**config.mk**
```make
export PLATFORM = sky130hd
export DESIGN_NAME = fsvh_top
export DESIGN_NICKNAME = d
export VERILOG_FILES = /design/src/hw/fsvh_pkg.sv /design/src/hw/fsvh_top.sv
export SDC_FILE = /design/constraint.sdc
export NUM_CORES = 1
export LEC_CHECK = 0
export BUFFER_PORTS_ARGS = -buffer_cell sky130_fd_sc_hd__buf_2
export CELL_PAD_IN_SITES_DETAIL_PLACEMENT = 0
export CELL_PAD_IN_SITES_GLOBAL_PLACEMENT = 2
export CORE_ASPECT_RATIO = 2
export CORE_UTILIZATION = 27
export CTS_BUF_LIST = sky130_fd_sc_hd__clkbuf_8
export CTS_CLUSTER_DIAMETER = 40
export DETAILED_ROUTE_END_ITERATION = 16
export PLACE_DENSITY_LB_ADDON = 0.08
export SLEW_MARGIN = 20
export SYNTH_ARGS = -nofsm -noshare
export SYNTH_HDL_FRONTEND = slang
export SYNTH_SLANG_ARGS = --single-unit
```
**constraint.sdc**
```tcl
create_clock -name mclk_i -period 9.7 [get_ports mclk_i]
set_input_delay 2.91 -clock mclk_i [delete_from_list [all_inputs] [get_ports mclk_i]]
set_output_delay 2.91 -clock mclk_i [all_outputs]
set_load 0.05 [all_outputs]
```
**src/hw/fsvh_pkg.sv**
```systemverilog
// Package with constants, types and helper functions for the special-value handling block.
package fsvh_pkg;

  localparam logic [3:0]  CTRL_ADDR      = 4'h0;
  localparam logic [3:0]  STAT_ADDR      = 4'h4;
  localparam logic [31:0] CTRL_RESET     = 32'h0000_0000;
  localparam logic [31:0] STAT_RESET     = 32'h0000_0000;
  localparam logic [31:0] CTRL_WMASK     = 32'h0000_0F7F;
  localparam logic [31:0] STAT_WMASK     = 32'h0000_7F7F;
  localparam int          CTRL_RND_LSB   = 8;
  localparam int          CTRL_FLUSH_BIT = 10;
  localparam int          CTRL_ZERO_BIT  = 11;
  localparam int          STICKY_LSB     = 8;
  localparam int          FLAG_INVALID   = 0;
  localparam int          FLAG_UNDERFLOW = 3;
  localparam int          FLAG_INEXACT   = 4;
  localparam int          FLAG_HUGE      = 5;
  localparam int          FLAG_SUBOP     = 6;

  localparam int          SP_SIGN        = 31;
  localparam int          SP_EXP_MSB     = 30;
  localparam int          SP_EXP_LSB     = 23;
  localparam int          SP_MAN_MSB     = 22;
  localparam int          SP_EXP_BIAS    = 127;
  localparam int          SP_EMIN        = -126;
  localparam int          DP_SIGN        = 63;
  localparam int          DP_EXP_MSB     = 62;
  localparam int          DP_EXP_LSB     = 52;
  localparam int          DP_MAN_MSB     = 51;
  localparam int          DP_EMIN        = -1023;
  localparam logic [63:0] SP_DEFAULT_NAN = 64'h0000_0000_7FC0_0001;
  localparam logic [63:0] DP_DEFAULT_NAN = 64'h7FF8_0000_0000_0001;
  localparam logic [63:0] SP_QUIET_MASK  = 64'h0000_0000_0040_0000;
  localparam logic [63:0] DP_QUIET_MASK  = 64'h0008_0000_0000_0000;

  typedef enum logic [3:0] {
    arith_op, fused_multiply_accumulate, float_to_int32_op, float_to_int64_op,
    int32_to_float_op, int64_to_float_op, absolute_value_op, negate_op,
    register_move_op, conditional_move_op, bitwise_and_op, bitwise_or_op,
    operand_test_op, signaling_compare_op, quiet_compare_op, transfer_op
  } fsvh_op_t;

  typedef struct packed {
    logic sign;
    logic zero;
    logic inf;
    logic snan;
    logic qnan;
    logic sub;
  } fsvh_cls_t;

  typedef struct packed {
    fsvh_op_t    op;
    logic        dp;
    logic [63:0] a;
    logic [63:0] b;
    logic [63:0] c;
  } fsvh_req_t;

  typedef struct packed {
    logic        valid;
    fsvh_op_t    op;
    logic        dp;
    logic [1:0]  rnd;
    logic [63:0] a;
    logic [63:0] b;
    logic [63:0] c;
  } fsvh_iss_t;

  typedef struct packed {
    logic [63:0] result;
    logic        tiny;
    logic        inexact;
    logic        out_of_range;
  } fsvh_fu_t;

  typedef struct packed {
    logic        valid;
    logic [63:0] result;
    logic [6:0]  flags;
  } fsvh_wb_t;

  function automatic fsvh_cls_t fsvh_classify(input logic [63:0] v, input logic dp);
    fsvh_cls_t c;
    logic      e_one;
    logic      e_zero;
    logic      m_zero;
    logic      m_msb;
    c.sign = dp ? v[DP_SIGN] : v[SP_SIGN];
    e_one  = dp ? (&v[DP_EXP_MSB:DP_EXP_LSB]) : (&v[SP_EXP_MSB:SP_EXP_LSB]);
    e_zero = dp ? ~(|v[DP_EXP_MSB:DP_EXP_LSB]) : ~(|v[SP_EXP_MSB:SP_EXP_LSB]);
    m_zero = dp ? ~(|v[DP_MAN_MSB:0]) : ~(|v[SP_MAN_MSB:0]);
    m_msb  = dp ? v[DP_MAN_MSB] : v[SP_MAN_MSB];
    c.zero = e_zero & m_zero;
    c.sub  = e_zero & ~m_zero;
    c.inf  = e_one & m_zero;
    c.qnan = e_one & m_msb;
    c.snan = e_one & ~m_msb & ~m_zero;
    return c;
  endfunction

  function automatic logic [63:0] fsvh_signed_zero(input logic s, input logic dp);
    return dp ? {s, 63'h0} : {32'h0, s, 31'h0};
  endfunction

  function automatic logic [51:0] fsvh_mant(input logic [63:0] v, input logic dp);
    return dp ? v[DP_MAN_MSB:0] : {29'h0, v[SP_MAN_MSB:0]};
  endfunction

endpackage

```
**src/hw/fsvh_top.sv**
```systemverilog
// Special-value classification, NaN handling, subnormal overrides and flag register with an Avalon-MM slave.
//
// Function
// - Zero exponent and mantissa decode as signed zero.
// - Ones exponent, zero mantissa decode as signed infinity.
// - Ones exponent, clear mantissa MSB, nonzero rest: signaling.
// - Ones exponent, mantissa MSB set: quiet NaN.
// - Zero exponent, nonzero mantissa: signed subnormal.
// - Single uses 8-bit biased exponent; fixed subnormal Emin.
// - Signaling NaN source raises invalid, yields quiet NaN.
// - No source NaN on error gives default NaN.
// - Propagate source NaN payloads, quieting signaling ones.
// - Fused zero times infinity product is default NaN.
// - Out-of-range conversion raises huge integer, not invalid.
// - Converting NaN or infinity raises invalid, not huge integer.
// - Subnormal result sets underflow and its sticky.
// - Subnormal operand without zeroing sets operand flags.
// - Zeroing replaces subnormal operands with signed zero.
// - Moves, logic, test, compare, conversions-in exempt.
// - Flushing needs flush bit and underflow mask.
// - Below smallest subnormal rounds to zero, flags.
// - Flushed subnormal becomes signed zero, underflow, inexact.
// - Flush bit sampled only at write-back.
// - Zeroed operand never raises subnormal operand flag.
// - Exception event forwarded only when unmasked.
// - Sticky flags cleared only by reset or software.
module fsvh_top
  import fsvh_pkg::*;
(
  input  wire logic                mclk_i,
  input  wire logic                rst_i,
  input  wire logic                ce_i,
  input  wire logic [3:0]          avs_address_i,
  input  wire logic                avs_read_i,
  input  wire logic                avs_write_i,
  input  wire logic [31:0]         avs_writedata_i,
  input  wire logic [3:0]          avs_byteenable_i,
  output logic      [31:0]         avs_readdata_o,
  output logic                     avs_waitrequest_o,
  input  wire logic                req_valid_i,
  input  wire fsvh_pkg::fsvh_req_t req_i,
  output fsvh_pkg::fsvh_iss_t      iss_o,
  input  wire fsvh_pkg::fsvh_fu_t  fu_i,
  output fsvh_pkg::fsvh_wb_t       wb_o,
  output logic                     exc_event_o
);
  import fsvh_pkg::*;

  logic [31:0] ctrl_reg;
  logic [31:0] stat_reg;
  logic [31:0] stat_next;
  logic [31:0] rdata_reg;
  logic        waitreq_reg;
  logic        acc_take;
  logic [31:0] wmask;

  typedef struct packed {
    logic        valid;
    fsvh_op_t    op;
    logic        dp;
    logic        nan_valid;
    logic [63:0] nan_val;
    logic        invalid;
    logic        subop;
    logic        conv_special;
  } fsvh_ex_t;

  fsvh_ex_t    ex_reg;
  fsvh_ex_t    ex_next;
  fsvh_iss_t   iss_reg;
  fsvh_iss_t   iss_next;
  fsvh_wb_t    wb_reg;
  fsvh_wb_t    wb_next;
  logic        event_reg;
  logic        event_next;

  fsvh_cls_t   ca;
  fsvh_cls_t   cb;
  fsvh_cls_t   cc;
  fsvh_cls_t   cr;
  logic        exempt;
  logic        zeroing;
  logic        use_b;
  logic        use_c;
  logic        is_conv;
  logic        nan_op;
  logic        prod_err;
  logic [63:0] prod_nan;
  logic        prod_is_nan;
  logic        prod_is_q;
  logic        flush_on;
  logic [6:0]  flags;

  assign avs_readdata_o    = rdata_reg;
  assign avs_waitrequest_o = waitreq_reg;
  assign iss_o             = iss_reg;
  assign wb_o              = wb_reg;
  assign exc_event_o       = event_reg;
  assign acc_take          = (avs_read_i || avs_write_i) && !waitreq_reg;
  assign wmask             = {{8{avs_byteenable_i[3]}}, {8{avs_byteenable_i[2]}},
                              {8{avs_byteenable_i[1]}}, {8{avs_byteenable_i[0]}}};

  function automatic logic [63:0] quiet(input logic [63:0] v, input logic dp);
    return v | (dp ? DP_QUIET_MASK : SP_QUIET_MASK);
  endfunction

  // Picks the NaN to pass on: quiet beats signaling, then larger significand.
  function automatic logic [63:0] pick_nan(input logic [63:0] va, input fsvh_cls_t a,
                                           input logic [63:0] vb, input fsvh_cls_t b,
                                           input logic dp);
    logic na;
    logic nb;
    logic [63:0] r;
    na = a.qnan | a.snan;
    nb = b.qnan | b.snan;
    if (na && nb) begin
      if (a.qnan && !b.qnan) begin
        r = va;
      end else if (b.qnan && !a.qnan) begin
        r = vb;
      end else begin
        r = (fsvh_mant(va, dp) >= fsvh_mant(vb, dp)) ? va : vb;
      end
    end else if (na) begin
      r = va;
    end else begin
      r = vb;
    end
    return quiet(r, dp);
  endfunction

  // Avalon-MM slave: every access is answered one cycle after it is seen.
  always_ff @(posedge mclk_i) begin
    if (rst_i) begin
      waitreq_reg <= 1'b1;
      rdata_reg   <= 32'h0000_0000;
    end else if (ce_i) begin
      waitreq_reg <= !((avs_read_i || avs_write_i) && waitreq_reg);
      if (avs_read_i && waitreq_reg) begin
        case (avs_address_i)
          CTRL_ADDR: rdata_reg <= ctrl_reg;
          STAT_ADDR: rdata_reg <= stat_reg;
          default:   rdata_reg <= 32'h0000_0000;
        endcase
      end
    end
  end

  always_ff @(posedge mclk_i) begin
    if (rst_i) begin
      ctrl_reg <= CTRL_RESET;
    end else if (ce_i && acc_take && avs_write_i && avs_address_i == CTRL_ADDR) begin
      ctrl_reg <= (ctrl_reg & ~(wmask & CTRL_WMASK)) | (avs_writedata_i & wmask & CTRL_WMASK);
    end
  end

  // Status: a hardware set in the same cycle as a software write wins.
  always_comb begin
    stat_next = stat_reg;
    if (acc_take && avs_write_i && avs_address_i == STAT_ADDR) begin
      stat_next = (stat_reg & ~(wmask & STAT_WMASK)) | (avs_writedata_i & wmask & STAT_WMASK);
    end
    if (wb_next.valid) begin
      stat_next[6:0]                       = wb_next.flags;
      stat_next[STICKY_LSB+6:STICKY_LSB]   = stat_next[STICKY_LSB+6:STICKY_LSB] | wb_next.flags;
    end
  end

  always_ff @(posedge mclk_i) begin
    if (rst_i) begin
      stat_reg <= STAT_RESET;
    end else if (ce_i) begin
      stat_reg <= stat_next;
    end
  end

  // Issue stage: classify, zero subnormal operands, resolve NaN results.
  always_comb begin
    ca       = fsvh_classify(req_i.a, req_i.dp);
    cb       = fsvh_classify(req_i.b, req_i.dp);
    cc       = fsvh_classify(req_i.c, req_i.dp);
    exempt   = 1'b0;
    use_b    = 1'b1;
    use_c    = 1'b0;
    is_conv  = 1'b0;
    nan_op   = 1'b0;
    case (req_i.op)
      register_move_op, conditional_move_op, bitwise_and_op, bitwise_or_op, operand_test_op,
      int32_to_float_op, int64_to_float_op, signaling_compare_op, quiet_compare_op, transfer_op: begin
        exempt = 1'b1;
      end
      fused_multiply_accumulate: begin
        use_c  = 1'b1;
        nan_op = 1'b1;
      end
      float_to_int32_op, float_to_int64_op: begin
        is_conv = 1'b1;
        use_b   = 1'b0;
      end
      absolute_value_op, negate_op: begin
        use_b = 1'b0;
      end
      arith_op: begin
        nan_op = 1'b1;
      end
      default: begin
        exempt = 1'b1;
      end
    endcase
    if (req_i.op == int32_to_float_op || req_i.op == int64_to_float_op || req_i.op == operand_test_op) begin
      use_b = 1'b0;
    end
    zeroing                   = ctrl_reg[CTRL_ZERO_BIT] && !exempt;
    iss_next.valid            = req_valid_i;
    iss_next.op               = req_i.op;
    iss_next.dp               = req_i.dp;
    iss_next.rnd              = ctrl_reg[CTRL_RND_LSB+1:CTRL_RND_LSB];
    iss_next.a                = (zeroing && ca.sub) ? fsvh_signed_zero(ca.sign, req_i.dp) : req_i.a;
    iss_next.b                = (zeroing && cb.sub) ? fsvh_signed_zero(cb.sign, req_i.dp) : req_i.b;
    iss_next.c                = (zeroing && cc.sub) ? fsvh_signed_zero(cc.sign, req_i.dp) : req_i.c;
    prod_err    = (ca.zero && cb.inf) || (ca.inf && cb.zero)
                  || (zeroing && ((ca.sub && cb.inf) || (ca.inf && cb.sub)));
    prod_is_nan = prod_err || ca.qnan || ca.snan || cb.qnan || cb.snan;
    prod_nan    = prod_err ? (req_i.dp ? DP_DEFAULT_NAN : SP_DEFAULT_NAN)
                           : pick_nan(req_i.a, ca, req_i.b, cb, req_i.dp);
    prod_is_q   = prod_err || ca.qnan || cb.qnan;
    ex_next.valid        = req_valid_i;
    ex_next.op           = req_i.op;
    ex_next.dp           = req_i.dp;
    ex_next.nan_valid    = 1'b0;
    ex_next.nan_val      = 64'h0;
    ex_next.conv_special = is_conv && (ca.qnan || ca.snan || ca.inf);
    ex_next.subop        = !exempt && !zeroing
                           && (ca.sub || (use_b && cb.sub) || (use_c && cc.sub));
    ex_next.invalid      = ex_next.conv_special
                           || (!exempt && (ca.snan || (use_b && cb.snan) || (use_c && cc.snan)))
                           || (req_i.op == signaling_compare_op && (ca.qnan | ca.snan | cb.qnan | cb.snan))
                           || (req_i.op == quiet_compare_op && (ca.snan | cb.snan))
                           || (req_i.op == fused_multiply_accumulate && prod_err);
    if (nan_op && !use_c) begin
      ex_next.nan_valid = prod_is_nan;
      ex_next.nan_val   = prod_nan;
    end else if (nan_op) begin
      ex_next.nan_valid = prod_is_nan || cc.qnan || cc.snan;
      if (!prod_is_nan) begin
        ex_next.nan_val = quiet(req_i.c, req_i.dp);
      end else if (!(cc.qnan || cc.snan) || (prod_is_q && !cc.qnan)) begin
        ex_next.nan_val = prod_nan;
      end else if (cc.qnan && !prod_is_q) begin
        ex_next.nan_val = quiet(req_i.c, req_i.dp);
      end else begin
        ex_next.nan_val = (fsvh_mant(prod_nan, req_i.dp) >= fsvh_mant(req_i.c, req_i.dp))
                          ? prod_nan : quiet(req_i.c, req_i.dp);
      end
    end
  end

  always_ff @(posedge mclk_i) begin
    if (rst_i) begin
      iss_reg <= '0;
      ex_reg  <= '0;
    end else if (ce_i) begin
      iss_reg <= iss_next;
      ex_reg  <= ex_next;
    end
  end

  // Write-back stage: flush control is read from the control register here only.
  always_comb begin
    cr       = fsvh_classify(fu_i.result, ex_reg.dp);
    flush_on = ctrl_reg[CTRL_FLUSH_BIT] && ctrl_reg[FLAG_UNDERFLOW];
    flags    = 7'h00;
    flags[FLAG_INVALID] = ex_reg.invalid;
    flags[FLAG_SUBOP]   = ex_reg.subop;
    wb_next.valid  = ex_reg.valid;
    wb_next.result = fu_i.result;
    if (ex_reg.nan_valid) begin
      wb_next.result = ex_reg.nan_val;
    end else if (ex_reg.op == float_to_int32_op || ex_reg.op == float_to_int64_op) begin
      flags[FLAG_HUGE]    = fu_i.out_of_range && !ex_reg.conv_special;
      flags[FLAG_INEXACT] = fu_i.inexact;
    end else if (ex_reg.op == arith_op || ex_reg.op == fused_multiply_accumulate
                 || ex_reg.op == int32_to_float_op || ex_reg.op == int64_to_float_op) begin
      flags[FLAG_INEXACT] = fu_i.inexact;
      if (fu_i.tiny) begin
        wb_next.result        = fsvh_signed_zero(cr.sign, ex_reg.dp);
        flags[FLAG_UNDERFLOW] = 1'b1;
        flags[FLAG_INEXACT]   = 1'b1;
      end else if (cr.sub) begin
        flags[FLAG_UNDERFLOW] = 1'b1;
        if (flush_on) begin
          wb_next.result      = fsvh_signed_zero(cr.sign, ex_reg.dp);
          flags[FLAG_INEXACT] = 1'b1;
        end
      end
    end
    wb_next.flags = flags;
    event_next    = ex_reg.valid && (|(flags & ~ctrl_reg[6:0]));
  end

  always_ff @(posedge mclk_i) begin
    if (rst_i) begin
      wb_reg    <= '0;
      event_reg <= 1'b0;
    end else if (ce_i) begin
      wb_reg    <= wb_next;
      event_reg <= event_next;
    end
  end

  // Checks on the produced values and flags.
  fsvh_cls_t chk_r;
  assign chk_r = fsvh_classify(wb_reg.result, 1'b0);

  no_snan_out_a: assert property (@(posedge mclk_i) disable iff (rst_i)
    wb_reg.valid && wb_reg.flags[FLAG_INVALID] && $past(ex_reg.nan_valid) && !$past(ex_reg.dp) |-> !chk_r.snan)
    else $error("signaling NaN left the block");

  fma_default_nan_a: assert property (@(posedge mclk_i) disable iff (rst_i)
    ce_i && req_valid_i && req_i.op == fused_multiply_accumulate && !req_i.dp && req_i.a[30:0] == 31'h0
    && req_i.b[30:0] == 31'h7F80_0000 && req_i.c[30:23] != 8'hFF ##1 ce_i
    |=> wb_reg.result == SP_DEFAULT_NAN)
    else $error("zero times infinity did not give the default NaN");

  zero_operand_a: assert property (@(posedge mclk_i) disable iff (rst_i)
    ce_i && req_valid_i && req_i.op == arith_op && ctrl_reg[CTRL_ZERO_BIT] && !req_i.dp
    && req_i.a[30:23] == 8'h00 && req_i.a[22:0] != 23'h0 |=> iss_reg.a[30:0] == 31'h0)
    else $error("subnormal operand not zeroed");

  exempt_pass_a: assert property (@(posedge mclk_i) disable iff (rst_i)
    ce_i && req_valid_i && req_i.op == register_move_op |=> iss_reg.a == $past(req_i.a) && !ex_reg.subop)
    else $error("override applied to exempt op");

  subop_flag_a: assert property (@(posedge mclk_i) disable iff (rst_i)
    ce_i && ex_reg.valid && ex_reg.subop |=> wb_reg.flags[FLAG_SUBOP] && stat_reg[STICKY_LSB+FLAG_SUBOP])
    else $error("subnormal operand flags not set");

  zeroing_quiet_a: assert property (@(posedge mclk_i) disable iff (rst_i)
    ce_i && req_valid_i && ctrl_reg[CTRL_ZERO_BIT] |=> !ex_reg.subop)
    else $error("subnormal operand flagged while zeroing");

  huge_excl_a: assert property (@(posedge mclk_i) disable iff (rst_i)
    wb_reg.valid |-> !(wb_reg.flags[FLAG_HUGE] && wb_reg.flags[FLAG_INVALID]))
    else $error("huge integer raised with invalid");

  sticky_hold_a: assert property (@(posedge mclk_i) disable iff (rst_i)
    stat_reg[STICKY_LSB+FLAG_UNDERFLOW] && !(acc_take && avs_write_i) |=> stat_reg[STICKY_LSB+FLAG_UNDERFLOW])
    else $error("sticky flag cleared by hardware");

  flush_gate_a: assert property (@(posedge mclk_i) disable iff (rst_i)
    ce_i && ex_reg.valid && !ex_reg.nan_valid && !fu_i.tiny && cr.sub && ex_reg.op == arith_op
    && !ctrl_reg[FLAG_UNDERFLOW] |=> wb_reg.result == $past(fu_i.result))
    else $error("flush applied with underflow unmasked");

  event_mask_a: assert property (@(posedge mclk_i) disable iff (rst_i)
    exc_event_o |-> |(wb_reg.flags & ~$past(ctrl_reg[6:0])))
    else $error("masked exception forwarded");

  underflow_set_a: assert property (@(posedge mclk_i) disable iff (rst_i)
    ce_i && ex_reg.valid && !ex_reg.nan_valid && ex_reg.op == arith_op && cr.sub
    |=> wb_reg.flags[FLAG_UNDERFLOW] && stat_reg[STICKY_LSB+FLAG_UNDERFLOW])
    else $error("subnormal result did not raise underflow");

  flush_zero_a: assert property (@(posedge mclk_i) disable iff (rst_i)
    ce_i && ex_reg.valid && !ex_reg.nan_valid && !ex_reg.dp && ex_reg.op == arith_op && cr.sub
    && ctrl_reg[CTRL_FLUSH_BIT] && ctrl_reg[FLAG_UNDERFLOW]
    |=> wb_reg.result[30:0] == 31'h0 && wb_reg.flags[FLAG_INEXACT])
    else $error("subnormal result not flushed");

  conv_invalid_a: assert property (@(posedge mclk_i) disable iff (rst_i)
    ce_i && ex_reg.valid && ex_reg.conv_special |=> wb_reg.flags[FLAG_INVALID] && !wb_reg.flags[FLAG_HUGE])
    else $error("special conversion source flagged wrongly");

endmodule // fsvh_top

```
# Yosys cells after proc, flatten, opt, wreduce, memory -nomap -nowiden
# Index checks and enable logic that the tools add are counted.
[word_totals]
regBits = 436
latch_bits = 0
ramBits = 0
rom_bits = 0
in_bits = 310
out_inout_bits = 306
wordCells = 280
n_memories = 0
[op_classes]
add_sub_neg = 0
n_mul = 0
n_div = 0
order_cmp = 2
eq_ne = 21
shifts = 0
muxes = 67
n_bitwise = 57
n_reduce_logical = 111
[op_table]
columns = ["operator", "count"]
rows = [
  ["64-bit 2-to-1 mux", 23],
  ["52-bit 2-to-1 mux", 5],
  ["52-bit OR reduction", 4],
  ["65-bit 2-to-1 mux", 2],
  ["52-bit greater-or-equal comparator", 2],
  ["23-bit OR reduction", 4],
  ["32-bit bitwise AND", 2],
  ["64-bit by 52-bit bitwise OR with 64-bit output", 1],
  ["64-bit bitwise OR", 1],
  ["32-bit case mux with 2 select lines", 1],
  ["63-bit 2-to-1 mux", 1],
  ["11-bit OR reduction", 4],
  ["1-bit logical AND", 37],
  ["11-bit AND reduction", 3],
  ["4-bit == test (second input constant)", 8],
  ["12-bit NOT with 32-bit output", 1],
  ["15-bit NOT with 32-bit output", 1],
  ["32-bit by 12-bit bitwise OR with 32-bit output", 1],
  ["32-bit by 15-bit bitwise OR with 32-bit output", 1],
  ["8-bit OR reduction", 4],
  ["1-bit logical OR", 29],
  ["4-bit by 3-bit == test with 1-bit output (second input constant)", 7],
  ["1-bit 2-to-1 mux", 28],
  ["8-bit AND reduction", 3],
  ["other kinds (21)", 85],
]

# Longest topological paths before layout
[logic_depth]
ltp_word = 18
ltp_mapped = 33
ltp_nobuf = 25

# Worst setup path before layout
# No wires, ideal clock.
[synth_path]
path_kind = "input-to-reg"
from = "input port req_i[192] in the netlist's numbering"
to = "register ex_reg[41] in the netlist's numbering"
setup_ns = 0.122
t_arrival_ns = 9.585
required_time_ns = 9.578
slack_ns = -0.007
path_stages = 32
n_path_buf = 9
path_cell_list = "buf_2 -> buf_1 -> clkbuf_1 -> clkbuf_1 -> clkbuf_1 -> nand2_1 -> ha_1 -> a21oi_1 -> nand2_1 -> a221oi_1 -> o21ai_0 -> a22oi_1 -> a21oi_1 -> nor2_1 -> clkbuf_1 -> buf_2 -> mux2i_1 -> nor3_1 -> ha_1 -> a21o_1 -> a21o_1 -> a21oi_1 -> o21ai_0 -> a21o_1 -> a21oi_1 -> o31ai_1 -> a2111oi_0 -> o22ai_1 -> a211o_1 -> buf_2 -> buf_2 -> a221o_1"
[synth_via]
elab_chain_cells = 17
word_cells_on_any_way = 80
classes_between = "2 x order compare; 29 x mux; 24 x bitwise; 25 x reduce/logical"
[synth_lines]
columns = ["item", "line_no", "text"]
rows = [
  ["from (decl)", "fsvh_top.sv:41", "input wire fsvh_pkg::fsvh_req_t req_i,"],
  ["branches (longest 16 deep; another with 52-bit greater-or-equal comparator)", "-", ""],
  ["65-bit 2-to-1 mux (*)", "fsvh_top.sv:240", "if (nan_op && !use_c) begin"],
  ["to (signal assigned)", "fsvh_top.sv:264", "ex_reg <= ex_next;"],
  ["to (decl)", "fsvh_top.sv:68", "fsvh_ex_t ex_reg;"],
]
# Mark *: on every way between the ends.
# A chain may end at the register's enable or synchronous reset.

# Worst setup path in the final report
[layout_path]
from = "input port req_i[192] in the netlist's numbering"
to = "register ex_reg[22] in the netlist's numbering"
# The elaborated chain is that of the path after synthesis.

==> flow_metrics.tcl <==
set metrics [dict create \
    slew_violations 0 \
    vdd_ir_drop_max_v 0.000137 \
    p_switching_mw 1.45 \
    cts_hold_buf 0 \
    fin_ws_ns 0.852 \
    min-delay-start "iss_o[137]" \
    p_comb_share_pct 21.0 \
    tightest_slew_ns 1.15 \
    grt_pass1_vias 21700 \
    cp.arrival_ns 9.46 \
    cts_sinks 379 \
    rr_endpoint "ex_reg[33]" \
    syn_avg_cell_area_um2 7.65 \
    rows 140 \
    postCtsResizedCells 0 \
    yosys_register_bits 379 \
    routed_via_density 5.29 \
    p_seq_share_pct 39.9 \
    antenna_found_initial 9 \
    path_class "input pin to flop" \
    hold_violations 0 \
    min_to "iss_o[137]" \
    grt_pass1_wl_mm 145 \
    cts_tree "yes" \
    setup_viol 0 \
    cts-root-buf "clkbuf_8" \
    min_path_cells 2 \
    largest_reg_flops 200 \
    p_int_mw 2.76 \
    synthDistinctLibCells 62 \
    ys_async_sr_fraction_pct 0 \
    critPathLaunchType "input pin" \
    critPathRequiredTime_ns 10.31 \
    swShare_pct 34.4 \
    p_leak_nw 11.6 \
    rsz0062_at_grt "false" \
    pin_count 616 \
    synth_ff_type "dfxtp_1" \
    multi_input_area_mm2 0.0112 \
    drive_gt1_share_pct 25.0 \
    syn_inst 2594 \
    min_period_over_period_pct 91.2 \
    hp-class "flop to flop" \
    grt_overflow 0 \
    grt_usage_pct 25.9 \
    status "finished clean" \
    drt_iter0_markers 1398 \
    vias 21800 \
    period_minus_slack_ns 8.85 \
    power_density_mw_per_mm2 166 \
    grt_max_degree 142 \
    cts-buffers-inserted 68 \
    drtAntennaViolNets 0 \
    area_growth_pct 27.7 \
    clockPowerShare_pct 39.1 \
    ys_top_cells_by_area "dfxtp_1 (38%), a21oi_1 (7.3%), nand2_1 (6.6%)" \
    synth_top_area_cell "dfxtp_1" \
    reg2reg_depth 21 \
    dieArea_mm2 0.0746 \
    yosys_warnings 0 \
    route.detailed.drc 0 \
    skew_ns 0.0183 \
    relSlewSlack_pct 23.5 \
    regArea_mm2 0.00759 \
    fp.dieW_um 194 \
    rrSetupSlack_ns 4.24 \
    drt-pass1-iter-count 5 \
    syn_area_mm2 0.0198 \
    pre_cts_ws_ns 0.159 \
    tns_ns 0 \
    core_area_mm2 0.0727 \
    wl_per_cell_um 24.0 \
    insertion_delay_ns 0.71 \
    cts_setup_buffers 0 \
    p_total_mw 4.21 \
    routed_wl_mm 98.8 \
    die_height_um 385 \
    cp-end-kind "flop" \
    cap_violations 0 \
    critPathMaxFanout 32 \
    gp_congestion 0.900 \
    clk_pin_slew_ns 0.06 \
    initial_core_util_pct 27.3 \
    io_buffers 575 \
    place_hpwl_mm 75.2 \
    final_area_mm2 0.0253 \
    fin_nets 3548 \
    cts.path.max_buffers 3 \
    fmax_mhz 113 \
    ys_seq_area_share_pct 38.2 \
    htreeDepth 3 \
    place_area_mm2 0.0239 \
    synth_edf_count 0 \
    fill_cells 7954 \
    synth_top_area_share_pct 38.2 \
]
-- layout make-up --
class                           instances  share of cell area, %
Antenna cell                            4                 0.0395
Clock buffer                           83                   4.51
Clock inverter                         37                   1.14
Inverter                               57                  0.874
Multi-Input combinational cell       1958                   44.3
Sequential cell                       379                   30.0
Tap cell                              923                   4.56
Timing Repair Buffer                  672                   14.6
-- cell usage in the layout, fill, tap and decap left out, types with 30 or more instances in the layout --
cell	instances
nand2_1	349
buf_4	92
nand3_1	213
mux2i_1	62
and2_1	43
nand4_1	48
clkbuf_8	83
o31ai_1	30
nor2_1	277
nor4_1	61
inv_1	74
a21oi_1	288
a22oi_1	40
dfxtp_1	378
a221oi_1	76
ha_1	102
buf_2	572
nor3_1	121
o21ai_0	71
-- critical path, stage by stage --
cell and delay (ns):
buf_4 0.19, buf_4 0.31, nand2_1 0.22, ha_1 0.37, nand4_1 0.13, nor4_1 0.43, buf_4 0.24, and3_1 0.16
a22oi_1 0.09, a21o_1 0.23, nand2_2 0.11, buf_12 0.16, buf_4 0.14, nor2_1 0.04, a21oi_1 0.25, nor2_1 0.08
ha_1 0.31, nand4_1 0.15, or3_1 0.44, or4_4 0.44, a2111oi_2 0.36, a31o_1 0.19, a31oi_1 0.09, a2111oi_4 0.44
a211o_1 0.32, nand2_1 0.17, buf_12 0.21, o31ai_1 0.23
-- metal layers --
layer | GRT usage [%] | share of wire, %
met1 | 30.4 | 41
met2 | 45.3 | 49
met3 | 6.35 | 7.0
met4 | 9.61 | 3.2
met5 | 0 | 0.031
-- synthesized netlist by cell type, types with 5 or more instances --
| master | number |
|---|---|
| dfxtp_1 | 379 |
| nand2_1 | 351 |
| a21oi_1 | 288 |
| nor2_1 | 279 |
| nand3_1 | 215 |
| clkbuf_1 | 166 |
| nor3_1 | 121 |
| ha_1 | 102 |
| a221oi_1 | 76 |
| o21ai_0 | 71 |
| mux2i_1 | 62 |
| nor4_1 | 61 |
| inv_1 | 56 |
| nand4_1 | 48 |
| and2_1 | 43 |
| a22oi_1 | 40 |
| o31ai_1 | 30 |
| a21o_1 | 27 |
| buf_4 | 26 |
| a221o_1 | 16 |
| buf_1 | 16 |
| o211ai_1 | 10 |
| buf_2 | 8 |
| nor2b_1 | 8 |
| o21a_1 | 8 |
| and3_1 | 7 |
| o21ai_1 | 7 |
| a211oi_1 | 6 |
| a22o_1 | 6 |
| or2_2 | 5 |
-- worst max path at each step --
| stage | startpoint | endpoint | slack, ns | cells past startpoint |
|---|---|---|---|---|
| final | req_i[192] | ex_reg[22] | 0.85 | 28 |
| after global routing | req_i[192] | ex_reg[16] | 0.48 | 28 |
| after detailed placement | req_i[192] | ex_reg[25] | 0.16 | 30 |
| after floorplan | req_i[192] | ex_reg[27] | 0.10 | 30 |
| after global placement | req_i[192] | ex_reg[25] | 0.21 | 30 |
| after CTS | req_i[192] | ex_reg[22] | 0.91 | 29 |
-- through the flow --
stage          hold WS (ns)  std cells  utilization (%)
6_report              0.457       4113             34.8
2_1_floorplan         0.425       2613                -
5_1_grt               0.475       4110             34.8
3_5_place_dp          0.446       3989             32.9
4_1_cts               0.455       4109             34.8
3_3_place_gp          0.440       3989             32.9
-- power groups by stage --
stage,Combinational (mW),Clock (mW),Sequential (mW)
6_report,0.883,1.65,1.68
5_1_grt,0.948,1.77,1.69
4_1_cts,0.889,1.71,1.68
3_5_place_dp,0.887,0,1.71
3_3_place_gp,0.881,0,1.71
2_1_floorplan,0.326,0,1.93
-- cells by family after synthesis --
group / count (synthesis) / share of synthesized area (%)
adder cells (fa/ha/maj): 102 / 6.43
multiplexers: 63 / 3.18
flip-flops: 379 / 38.2
buffers and inverters: 276 / 5.88
AO/OA/AOI/OAI: 615 / 19.6
AND/OR/NAND/NOR: 1158 / 26.6
other: 1 / 0.0189
Note: power is estimated with default switching activity, not from simulation.
